**src/logic/tmcfg_pkg.sv**
```systemverilog
`default_nettype none
package tmcfg_pkg;
	localparam logic [7:0] TMCFG_ADDR_CFG = 8'h40;
	localparam logic [7:0] TMCFG_ADDR_STATUS = 8'h41;
	localparam logic [7:0] TMCFG_ADDR_MASK = 8'h43;
	localparam logic [7:0] TMCFG_ADDR_MIRROR = 8'h4C;
	localparam logic [7:0] TMCFG_ADDR_TRIP_LOCAL = 8'h13;
	localparam logic [7:0] TMCFG_ADDR_TRIP_REMOTE = 8'h14;
	localparam logic [7:0] TMCFG_ADDR_DEF_LOCAL = 8'h17;
	localparam logic [7:0] TMCFG_ADDR_DEF_REMOTE = 8'h18;
	localparam int TMCFG_BIT_RUN = 0;
	localparam int TMCFG_BIT_IRQ_EN = 1;
	localparam int TMCFG_BIT_IRQ_CLR = 2;
	localparam int TMCFG_BIT_LOCK = 3;
	localparam int TMCFG_BIT_SOFT_RST = 4;
	localparam int TMCFG_BIT_FAN_FLOAT = 5;
	localparam int TMCFG_BIT_POL_FLIP = 6;
	localparam int TMCFG_BIT_DIODE2 = 7;
	localparam int TMCFG_STS_GPI = 4;
	localparam int TMCFG_STS_OVERTEMP = 6;
	localparam logic [7:0] TMCFG_CFG_RESET = 8'h25;
	localparam logic [7:0] TMCFG_STATUS_RESET = 8'h00;
	localparam logic [7:0] TMCFG_MASK_RESET = 8'h00;
	localparam logic [7:0] TMCFG_MASK_WMASK = 8'hF0;
	localparam logic [7:0] TMCFG_TRIP_LOCAL_RESET = 8'h46;
	localparam logic [7:0] TMCFG_TRIP_REMOTE_RESET = 8'h64;
endpackage : tmcfg_pkg
`default_nettype wire

```
**src/logic/tmcfg_regs.sv**
```systemverilog
`timescale 1ns/100ps
`default_nettype none
module tmcfg_regs (
	input wire logic core_clk,
	input wire logic nrst,
	input wire logic secondary_reset_in,
	input wire logic wr_en,
	input wire logic rd_en,
	input wire logic [7:0] addr,
	input wire logic [7:0] wdata,
	output logic [7:0] rdata,
	input wire logic [7:0] status_events,
	input wire logic overtemp_line_n,
	input wire logic general_input_pin,
	output logic run_en,
	output logic int_n,
	output logic fan_off_o,
	output logic fan_off_oe,
	output logic second_diode_select,
	output logic overtemp_out_oe,
	output logic trip_default_active,
	output logic [7:0] trip_local,
	output logic [7:0] trip_remote
);
	import tmcfg_pkg::*;

	logic [7:0] cfg_q;
	logic [7:0] status_q;
	logic [7:0] mask_q;
	logic [7:0] trip_local_q;
	logic [7:0] trip_remote_q;
	logic lock_wr_done_q;
	logic secondary_reset_in_q;
	logic otemp_q;
	logic gpi_level;
	logic soft_rst;
	logic cfg_wr;
	logic [7:0] live_events;

	function automatic logic hit(input logic [7:0] a, input logic [7:0] ref_a);
		hit = (a == ref_a);
	endfunction : hit

	assign cfg_wr = wr_en && hit(addr, TMCFG_ADDR_CFG);
	assign soft_rst = cfg_wr && wdata[TMCFG_BIT_SOFT_RST];
	// general input shares a pin with diode 2; ignored while that is chosen
	assign gpi_level = second_diode_select ? 1'b0
		: (general_input_pin ^ cfg_q[TMCFG_BIT_POL_FLIP]);

	always_comb begin
		live_events = status_events;
		live_events[TMCFG_STS_GPI] = gpi_level;
		live_events[TMCFG_STS_OVERTEMP] = ~overtemp_line_n;
	end

	// secondary reset taken as synchronous; re-arms the write-once lock
	always_ff @(posedge core_clk or negedge nrst) begin
		if (!nrst) begin
			secondary_reset_in_q <= 1'b0;
		end else begin
			secondary_reset_in_q <= secondary_reset_in;
		end
	end

	always_ff @(posedge core_clk or negedge nrst) begin
		if (!nrst) begin
			otemp_q <= 1'b0;
		end else begin
			otemp_q <= ~overtemp_line_n;
		end
	end

	always_ff @(posedge core_clk or negedge nrst) begin
		if (!nrst) begin
			cfg_q <= TMCFG_CFG_RESET;
		end else if (secondary_reset_in_q || soft_rst) begin
			cfg_q <= TMCFG_CFG_RESET;
		end else begin
			if (cfg_wr) begin
				cfg_q[TMCFG_BIT_RUN] <= wdata[TMCFG_BIT_RUN];
				cfg_q[TMCFG_BIT_IRQ_EN] <= wdata[TMCFG_BIT_IRQ_EN];
				cfg_q[TMCFG_BIT_IRQ_CLR] <= wdata[TMCFG_BIT_IRQ_CLR];
				cfg_q[TMCFG_BIT_FAN_FLOAT] <= wdata[TMCFG_BIT_FAN_FLOAT];
				cfg_q[TMCFG_BIT_POL_FLIP] <= wdata[TMCFG_BIT_POL_FLIP];
				cfg_q[TMCFG_BIT_DIODE2] <= wdata[TMCFG_BIT_DIODE2];
				if (!lock_wr_done_q) begin
					cfg_q[TMCFG_BIT_LOCK] <= wdata[TMCFG_BIT_LOCK];
				end
			end
			// overtemp wins over any software write of the same cycle
			if (otemp_q) begin
				cfg_q[TMCFG_BIT_FAN_FLOAT] <= 1'b1;
			end
			cfg_q[TMCFG_BIT_SOFT_RST] <= 1'b0;
		end
	end

	// write-once: the lock's write history survives soft reset, the lock bit does not
	always_ff @(posedge core_clk or negedge nrst) begin
		if (!nrst) begin
			lock_wr_done_q <= 1'b0;
		end else if (secondary_reset_in_q) begin
			lock_wr_done_q <= 1'b0;
		end else if (cfg_wr) begin
			lock_wr_done_q <= 1'b1;
		end
	end

	// status bits are sticky except general input, which tracks the pin
	always_ff @(posedge core_clk or negedge nrst) begin
		if (!nrst) begin
			status_q <= TMCFG_STATUS_RESET;
		end else if (secondary_reset_in_q || soft_rst) begin
			status_q <= TMCFG_STATUS_RESET;
		end else begin
			if (cfg_q[TMCFG_BIT_RUN]) begin
				status_q <= status_q | live_events;
			end
			status_q[TMCFG_STS_GPI] <= gpi_level;
		end
	end

	always_ff @(posedge core_clk or negedge nrst) begin
		if (!nrst) begin
			mask_q <= TMCFG_MASK_RESET;
		end else if (secondary_reset_in_q || soft_rst) begin
			mask_q <= TMCFG_MASK_RESET;
		end else if (wr_en && hit(addr, TMCFG_ADDR_MASK)) begin
			mask_q <= wdata & TMCFG_MASK_WMASK;
		end
	end

	always_ff @(posedge core_clk or negedge nrst) begin
		if (!nrst) begin
			trip_local_q <= TMCFG_TRIP_LOCAL_RESET;
			trip_remote_q <= TMCFG_TRIP_REMOTE_RESET;
		end else if (wr_en && !cfg_q[TMCFG_BIT_LOCK]) begin
			if (hit(addr, TMCFG_ADDR_TRIP_LOCAL)) begin
				trip_local_q <= wdata;
			end
			if (hit(addr, TMCFG_ADDR_TRIP_REMOTE)) begin
				trip_remote_q <= wdata;
			end
		end
	end

	// interrupt line: status is not cleared by run going low
	always_ff @(posedge core_clk or negedge nrst) begin
		if (!nrst) begin
			int_n <= 1'b1;
		end else begin
			int_n <= !(cfg_q[TMCFG_BIT_IRQ_EN] && !cfg_q[TMCFG_BIT_IRQ_CLR]
				&& |(status_q & ~mask_q));
		end
	end

	always_ff @(posedge core_clk or negedge nrst) begin
		if (!nrst) begin
			rdata <= 8'h00;
		end else if (rd_en) begin
			case (addr)
				TMCFG_ADDR_CFG: rdata <= cfg_q;
				TMCFG_ADDR_STATUS: rdata <= status_q;
				TMCFG_ADDR_MIRROR: rdata <= status_q;
				TMCFG_ADDR_MASK: rdata <= mask_q;
				TMCFG_ADDR_TRIP_LOCAL: rdata <= trip_local_q;
				TMCFG_ADDR_TRIP_REMOTE: rdata <= trip_remote_q;
				TMCFG_ADDR_DEF_LOCAL: rdata <= TMCFG_TRIP_LOCAL_RESET;
				TMCFG_ADDR_DEF_REMOTE: rdata <= TMCFG_TRIP_REMOTE_RESET;
				default: rdata <= 8'h00;
			endcase
		end
	end

	assign run_en = cfg_q[TMCFG_BIT_RUN];
	assign fan_off_o = 1'b0;
	// read-back bit 5 shows the inverse of this enable, the driver, not the external net
	assign fan_off_oe = ~cfg_q[TMCFG_BIT_FAN_FLOAT];
	assign second_diode_select = cfg_q[TMCFG_BIT_DIODE2];
	assign overtemp_out_oe = ~cfg_q[TMCFG_BIT_DIODE2];
	assign trip_default_active = ~cfg_q[TMCFG_BIT_LOCK];
	assign trip_local = trip_local_q;
	assign trip_remote = trip_remote_q;
endmodule : tmcfg_regs
`default_nettype wire

```
**config.mk**
```make
export PLATFORM = sky130hd
export DESIGN_NAME = tmcfg_regs
export DESIGN_NICKNAME = d
export VERILOG_FILES = /design/src/logic/tmcfg_pkg.sv /design/src/logic/tmcfg_regs.sv
export SDC_FILE = /design/constraint.sdc
export NUM_CORES = 1
export LEC_CHECK = 0
export BUFFER_PORTS_ARGS = -buffer_cell sky130_fd_sc_hd__buf_2
export CAP_MARGIN = 5
export CORE_AREA = 2 2 74 76
export DETAILED_ROUTE_END_ITERATION = 12
export DIE_AREA = 0 0 76 78
export PLACE_DENSITY_LB_ADDON = 0.08
export SETUP_SLACK_MARGIN = 0.3
export SLEW_MARGIN = 40
export SYNTH_ARGS = -nofsm -noshare
export SYNTH_HDL_FRONTEND = slang
export SYNTH_SLANG_ARGS = --single-unit
```
**constraint.sdc**
```tcl
create_clock -name core_clk -period 1.2 [get_ports core_clk]
set_input_delay 0.24 -clock core_clk [delete_from_list [all_inputs] [get_ports core_clk]]
set_output_delay 0.24 -clock core_clk [all_outputs]
set_load 0.01 [all_outputs]
```
After elaboration in Yosys (flattened, before gate mapping):

Index checks and enable logic that the tools add are counted.

* register bits after elaboration: 52
* bits of input ports: 31
* output and inout port bits: 31
* logic and storage cells: 64

* equal/unequal tests: 9
* multiplexer cells: 13
* bitwise operators: 8
* reductions and logical operators: 20

Operators by type and width (count)
* $pmux W8 S7: 1
* $mux W8: 5
* $eq A8 B5 Y1 const B: 4
* $eq A8 B7 Y1 const B: 4
* $and A8 B8 Y8: 1
* $not A8 Y8: 1
* $or A8 B8 Y8: 1
* $reduce_bool A2 Y1: 4
* $reduce_or A8 Y1: 1
* $logic_and A1 B1 Y1: 6
* $reduce_and A2 Y1: 3
* $mux W1: 5
* $mux W4: 1
* $not A1 Y1: 4
* $logic_not A1 Y1: 3
* $mux W3: 1
* $reduce_bool A3 Y1: 1
* $ne A2 B1 Y1 const B: 1
* $reduce_or A2 Y1: 1
* $logic_or A1 B1 Y1: 1
* $xor A1 B1 Y1: 1

Depth between registers and ports, before layout:

Gate-level depths: netlist of run 1.

* depth after elaboration: 6
* mapped depth: 9
* mapped depth without buffers: 5

Least setup slack after synthesis of run 1:

No wires, ideal clock.

* kind: input to register
* start point: in addr[3]
* end point: reg trip_local_q[0] (netlist: trip_local[0])
* library setup time: 0.125 ns
* arrival time: 1.364 ns
* data required time: 1.075 ns
* setup slack: -0.289 ns
* cell stages on the path: 5
* buffers on the path: 1
* path through: buf_4 -> or2_2 -> nor3_4 -> nand2_2 -> mux2_2

* longest elaborated chain between the ends: 2

RTL lines
* from (decl): RTL line tmcfg_regs.sv:9 `input wire logic [7:0] addr,`
* $eq A8 B5 Y1: RTL line tmcfg_regs.sv:41 `hit = (a == ref_a);`
* $reduce_and A2 Y1 (no source line)
* to (signal assigned): RTL line tmcfg_regs.sv:139 `trip_local_q <= wdata;`
* to (decl): RTL line tmcfg_regs.sv:30 `logic [7:0] trip_local_q;`

No other way between the ends.
A chain may end at the register's enable or synchronous reset.

Worst setup path in the final report of run 1:

* start point: in addr[7]
* end point: reg rdata[7]

* longest elaborated chain between the ends: 3
* elaborated cells between the ends (all ways): 10
* those cells by class: eq/ne: 8; mux: 1; reduce/logical: 1

RTL lines
* $eq A8 B7 Y1: RTL line tmcfg_regs.sv:161 `case (addr)`
* $reduce_or A2 Y1 (no source line)
* $pmux W8 S7 (*): RTL line tmcfg_regs.sv:161
* to (signal assigned): RTL line tmcfg_regs.sv:162 `TMCFG_ADDR_CFG: rdata <= cfg_q;`
* to (signal assigned): RTL line tmcfg_regs.sv:163 `TMCFG_ADDR_STATUS: rdata <= status_q;`
* to (signal assigned): RTL line tmcfg_regs.sv:164 `TMCFG_ADDR_MIRROR: rdata <= status_q;`
* to (decl): RTL line tmcfg_regs.sv:11 `output logic [7:0] rdata,`

Every way passes the cells marked *; elsewhere a longest branch is shown, timed or not.

==> results of run 1 <==
## routing by layer
layer / up-vias / routed length [um] / share of wire, %
li1: 1026 / - / -
met1: 1091 / 3120 / 44
met2: 69 / 3470 / 49
met3: 11 / 373 / 5.3
met4: 0 / 109 / 1.5
met5: - / 0 / 0
## report_power, final
| group | internal, mW | total, mW | switching (mW) |
|---|---|---|---|
| Clock | 0.473 | 1.02 | 0.542 |
| Combinational | 0.290 | 0.571 | 0.281 |
| Sequential | 1.66 | 1.71 | 0.0538 |
## through the flow
step	hold WS, ns	utilization, %	area (um^2)	cells	TNS, ns
after floorplan	-0.0556	-	2440	226	-6.76
after global placement	0.240	58.7	2960	375	-16.56
after detailed placement	0.242	58.7	2960	375	-17.17
after CTS	0.0366	68.1	3430	402	-1.44
after global routing	0.0378	70.4	3550	408	-4.03
final	0.0421	70.4	3550	408	-2.07
## registers in the layout, indices dropped and copies added (netlist names)
register	count
rdata	8
status_q	8
trip_local	8
trip_remote	8
cfg_q	7
mask_q	4
int_n	1
lock_wr_done_q	1
otemp_q	1
secondary_reset_in_q	1
## final cells by class
class / instances / area [um^2]
well taps: 70 / 87.6
flip-flops and latches: 47 / 1190
fillers: 394 / 1490
clock inverters: 1 / 8.76
multi-input cells: 157 / 1280
repair buffers: 117 / 865
clock buffers: 7 / 86.3
inverters: 9 / 33.8
## repair_timing
item	in CTS	in global routing
resized for setup	46	23
pin swaps	14	17
setup buffers	17	6
hold endpoints to repair	37	0
hold buffers	1	0
endpoints found under the setup margin	75	75
cloned	1	0
## cell usage after synthesis (2+ instances only)
cell type   n  area, um^2
nor3_1      6        30.0
o21bai_1    2        15.0
a221oi_1    3        26.3
buf_6       4        45.0
nor2b_1     3        18.8
nand3_1     4        20.0
buf_2       2        10.0
a21oi_1    19        95.1
nor2_1     29         109
a32o_1      2        20.0
nand4_1     2        12.5
o21ai_0     4        20.0
nand3b_1    5        37.5
dfstp_2    10         263
a222oi_1    2        20.0
and3_1      2        12.5
a21o_1      2        15.0
inv_1       9        33.8
clkbuf_1    4        15.0
a31oi_1     4        25.0
mux2i_1     4        40.0
o22ai_1     3        18.8
a22oi_1     6        45.0
nand2_2     2        12.5
dfrtp_1    37         926
nand2_1    14        52.6
buf_4       3        22.5
mux2_2     16         180
o211ai_1    2        15.0
## worst paths after layout
kind	depth (start not counted)	slack [ns]	endpoint	startpoint
setup reg to reg	4	-0.09	rdata[1]	trip_local[1]
hold / removal	1	0.04	secondary_reset_in_q	secondary_reset_in
setup / recovery	6	-0.14	rdata[7]	addr[7]
max in group asynchronous	3	0.46	cfg_q[0]	nrst
hold reg to reg	2	0.44	cfg_q[5]	otemp_q
min in group asynchronous	3	0.44	rdata[6]	nrst
## logic make-up after synthesis
logic type	after synthesis	share of synthesized area [%]
and+or+nand+nor	78	17.3
other	1	0.159
xor gates and xnor gates	2	0.745
AOI/OAI and AO/OA	55	16.3
DFF	47	50.5
buffers and inverters	23	5.53
muxes	20	9.36
==> metrics.txt, run 1 <==
GP Congestion 0.904; Synth cell types 50; commonest non-fill, non-tap cell in the layout buf_4; synth warn 0; initial antenna violation count 0; die width 76 um; Root Driver clkbuf_8; hold crit path type primary input to register; CTS tree built; crit path buf inv count 2; Final Setup Violations 41; Final nets 368; gr busiest metal met2; Achievable Freq 749 MHz; clock buffer depth 2; Worst Skew 0.00514 ns; EDFF count, synth 0; critical path capture point type register; Initial Util 46.7%; crit-path cells buf_8 -> or4b_4 -> a211oi_4 -> buf_6 -> a22oi_1 -> a31oi_1; ratio of cells with drive above 1 in the final layout 58.6%; pin count of the biggest net entering global routing 48; most frequent cells in the layout buf_4 (52), buf_2 (43), dfrtp_1 (36); I/O pins 62; vias 2,197; crit share post-route 111%; Post-Syn Instances 226; Worst path slowest cell or4b_4; Max Cap Violations 0; status finished, violations left; hpwl dp 5.00 mm; failing checks negative setup slack; GR Layer Usage met2 42.0%; P&R area growth vs syn 50.9%; Avg Inst Size Synth 10.4 um^2; CTS Sinks 47; Post-synth top flop dfrtp_1; Place WS -0.465 ns; critical path startpoint category primary input; WL/cell 17.3 um; crit path max fanout 8; sequential area share after synthesis 50.5%; kind of critical path primary input to register; fin crit period 1.34 ns; Die Y 78 um; Worst path max stage delay 0.59 ns; TritonRoute pass-1 iters 4; crit path DAT 1.57 ns; met3 usage 4.53%; core area 0.00504 mm^2; RSZ-0062 raised after global routing true; Final Hold Fails 0; CTS H-tree depth 2; Final Power 3.30 mW; Vias/cell 5.38; pwr dens 929 mW/mm^2; CTS buffer count 5; Remaining Overflow, GRT 0; Placement Rows 26; final routed DRC violation total 0; first-pass GRT wire length 11.7 mm; routed wire length 7.07 mm; Die ar. 0.00593 mm^2; I/O Buffers 58; worst skew pair latency 0.30 ns; antenna-violating nets left 0; Post-Syn Nets 257; crit-path leading delay family simple AND/OR/NAND/NOR gates; fin. max-slew vios 0; Seq cells post-synth 47; ant diodes 0; grt met1 use 33.7%; asr flop ratio synth 100%; Crit path required time 1.43 ns; Max IR drop VDD 0.000761 V; DR iter-0 viols 163; Mapped Area 0.00235 mm^2; Clock transition at path regs 0.09 ns; Tot GR Track Use 24.9%; Setup WS post-layout -0.136 ns; vias in the first global route 2,261; Leak 1.71 nW
(Power assumes the default switching activity.)
==> run 2, diff against run 1 <==
==> constraint.sdc (replaced) <==
create_clock -name core_clk -period 1.2 [get_ports core_clk]
set_input_delay 0.18 -clock core_clk [delete_from_list [all_inputs] [get_ports core_clk]]
set_output_delay 0.18 -clock core_clk [all_outputs]
set_load 0.01 [all_outputs]
==> metrics.txt, run 2 (synthesized netlist as in run 1, its figures left out) <==
status finished, violations left; failing checks negative setup slack; Final Hold Fails 0; Leak 1.73 nW; Worst Setup SP status_q[1]; RSZ-0062 raised after global routing true; I/O pins 62; CTS Sinks 47; first-pass GRT wire length 11.6 mm; crit path DAT 1.47 ns; Reg power frac 52.7%; Util after Layout 71.4%; core area 0.00504 mm^2; most frequent cells in the layout buf_4 (52), buf_2 (41), dfrtp_1 (36); Reg-to-Reg End int_n; hold crit path type primary input to register; Tot GR Track Use 25.2%; fin. max-slew vios 0; routed wire length 7.20 mm; crit path buf inv count 0; Worst path max stage delay 0.55 ns; Placed Instances 377; ratio of cells with drive above 1 in the final layout 59.2%; commonest non-fill, non-tap cell in the layout buf_4; critical path capture point type register; Finished Cell Area 0.00360 mm^2; GP Congestion 0.877; Worst path slowest cell or4_4; Die Y 78 um; hpwl dp 5.00 mm; Crit path required time 1.42 ns; Critical Path Stages 2; reg-to-reg slack, setup -0.06 ns; clock buffer depth 2; pin count of the biggest net entering global routing 48; Max Cap Violations 0; Psw 887 uW; CTS buffer count 5; ant diodes 0; worst skew pair latency 0.31 ns; CTS H-tree depth 2; initial antenna violation count 0; die width 76 um; Setup WS post-layout -0.0570 ns; fin crit period 1.26 ns; Final nets 371; Die ar. 0.00593 mm^2; Initial Util 46.7%; combinational power share 18.0%; hold wc startpoint overtemp_line_n; Placement Rows 26; WL/cell 17.5 um; crit path max fanout 2; Max IR drop VDD 0.000805 V; Area after DPL 0.00298 mm^2; clock network fraction of total power 29.2%; critical path startpoint category register; CTS tree built; final routed DRC violation total 0; TritonRoute pass-1 iters 4; vias 2,211; crit-path cells or4_4 -> o311ai_4; worst flop-to-flop path startpoint status_q[1]; Internal Power 2.36 mW; switching share of total power 27.3%; antenna-violating nets left 0; Finished Layout Cells 411; # fillers 382; Final Setup Violations 16; Worst Skew 0.00946 ns; Achievable Freq 796 MHz; vias in the first global route 2,211; P&R area growth vs syn 53.0%; DR iter-0 viols 131; Root Driver clkbuf_8; kind of critical path register to register; crit share post-route 105%; I/O Buffers 58; crit-path leading delay family simple AND/OR/NAND/NOR gates; Clock transition at path regs 0.09 ns; pwr dens 903 mW/mm^2; Vias/cell 5.38; Worst Reg-to-Reg Cells 2; Remaining Overflow, GRT 0; crit path capture int_n
## run 2: how the worst min path moves through the flow
stage / end / slack (ns) / cells past startpoint
after floorplan: cfg_q[1] / -0.12 / 0
after global placement: rdata[6] / 0.18 / 2
after detailed placement: rdata[6] / 0.18 / 2
after CTS: otemp_q / 0.03 / 2
after global routing: otemp_q / 0.03 / 2
final: otemp_q / 0.02 / 2
## run 2: power groups by stage
stage / Combinational (mW) / Clock, mW / Sequential, mW
floorplan: 0.202 / 0 / 1.75
global placement: 0.451 / 0 / 1.74
detailed placement: 0.454 / 0 / 1.74
CTS: 0.552 / 0.943 / 1.71
global route: 0.633 / 1.01 / 1.72
finish: 0.586 / 0.951 / 1.71
## run 2: metal layers
metal	GRT usage [%]	share of wire, %	up-vias
li1	-	-	1034
met1	34.8	45	1096
met2	40.3	49	65
met3	4.77	4.5	16
met4	8.73	2.2	0
met5	0	0	-
## run 2: layout make-up
cell class / count / area (um^2) / area share, %
inverter: 9 / 33.8 / 0.938
tap: 70 / 87.6 / 2.43
clock inverter: 2 / 12.5 / 0.348
clock buffer: 6 / 72.6 / 2.02
timing repair buffer: 120 / 910 / 25.3
sequential: 47 / 1190 / 33.1
multi-input combinational: 157 / 1290 / 35.9
## run 2: timing repair
action                                  in CTS  in global routing
endpoints found under the hold margin       38                  0
buffers inserted                            18                  5
cloned                                       1                  0
pin swaps                                   21                 10
hold buffers                                 2                  0
gates resized for setup                     53                 21
endpoints found under the setup margin      75                 75
## run 2: stage by stage
stage	power, mW	setup TNS (ns)	hold slack [ns]	worst slack [ns]
2_1_floorplan	1.95	-4.27	-0.116	-0.172
3_3_place_gp	2.19	-13.88	0.182	-0.432
3_5_place_dp	2.19	-14.48	0.178	-0.443
4_1_cts	3.21	-0.183	0.0295	-0.0597
5_1_grt	3.37	-1.27	0.0320	-0.122
6_report	3.25	-0.313	0.0229	-0.0570
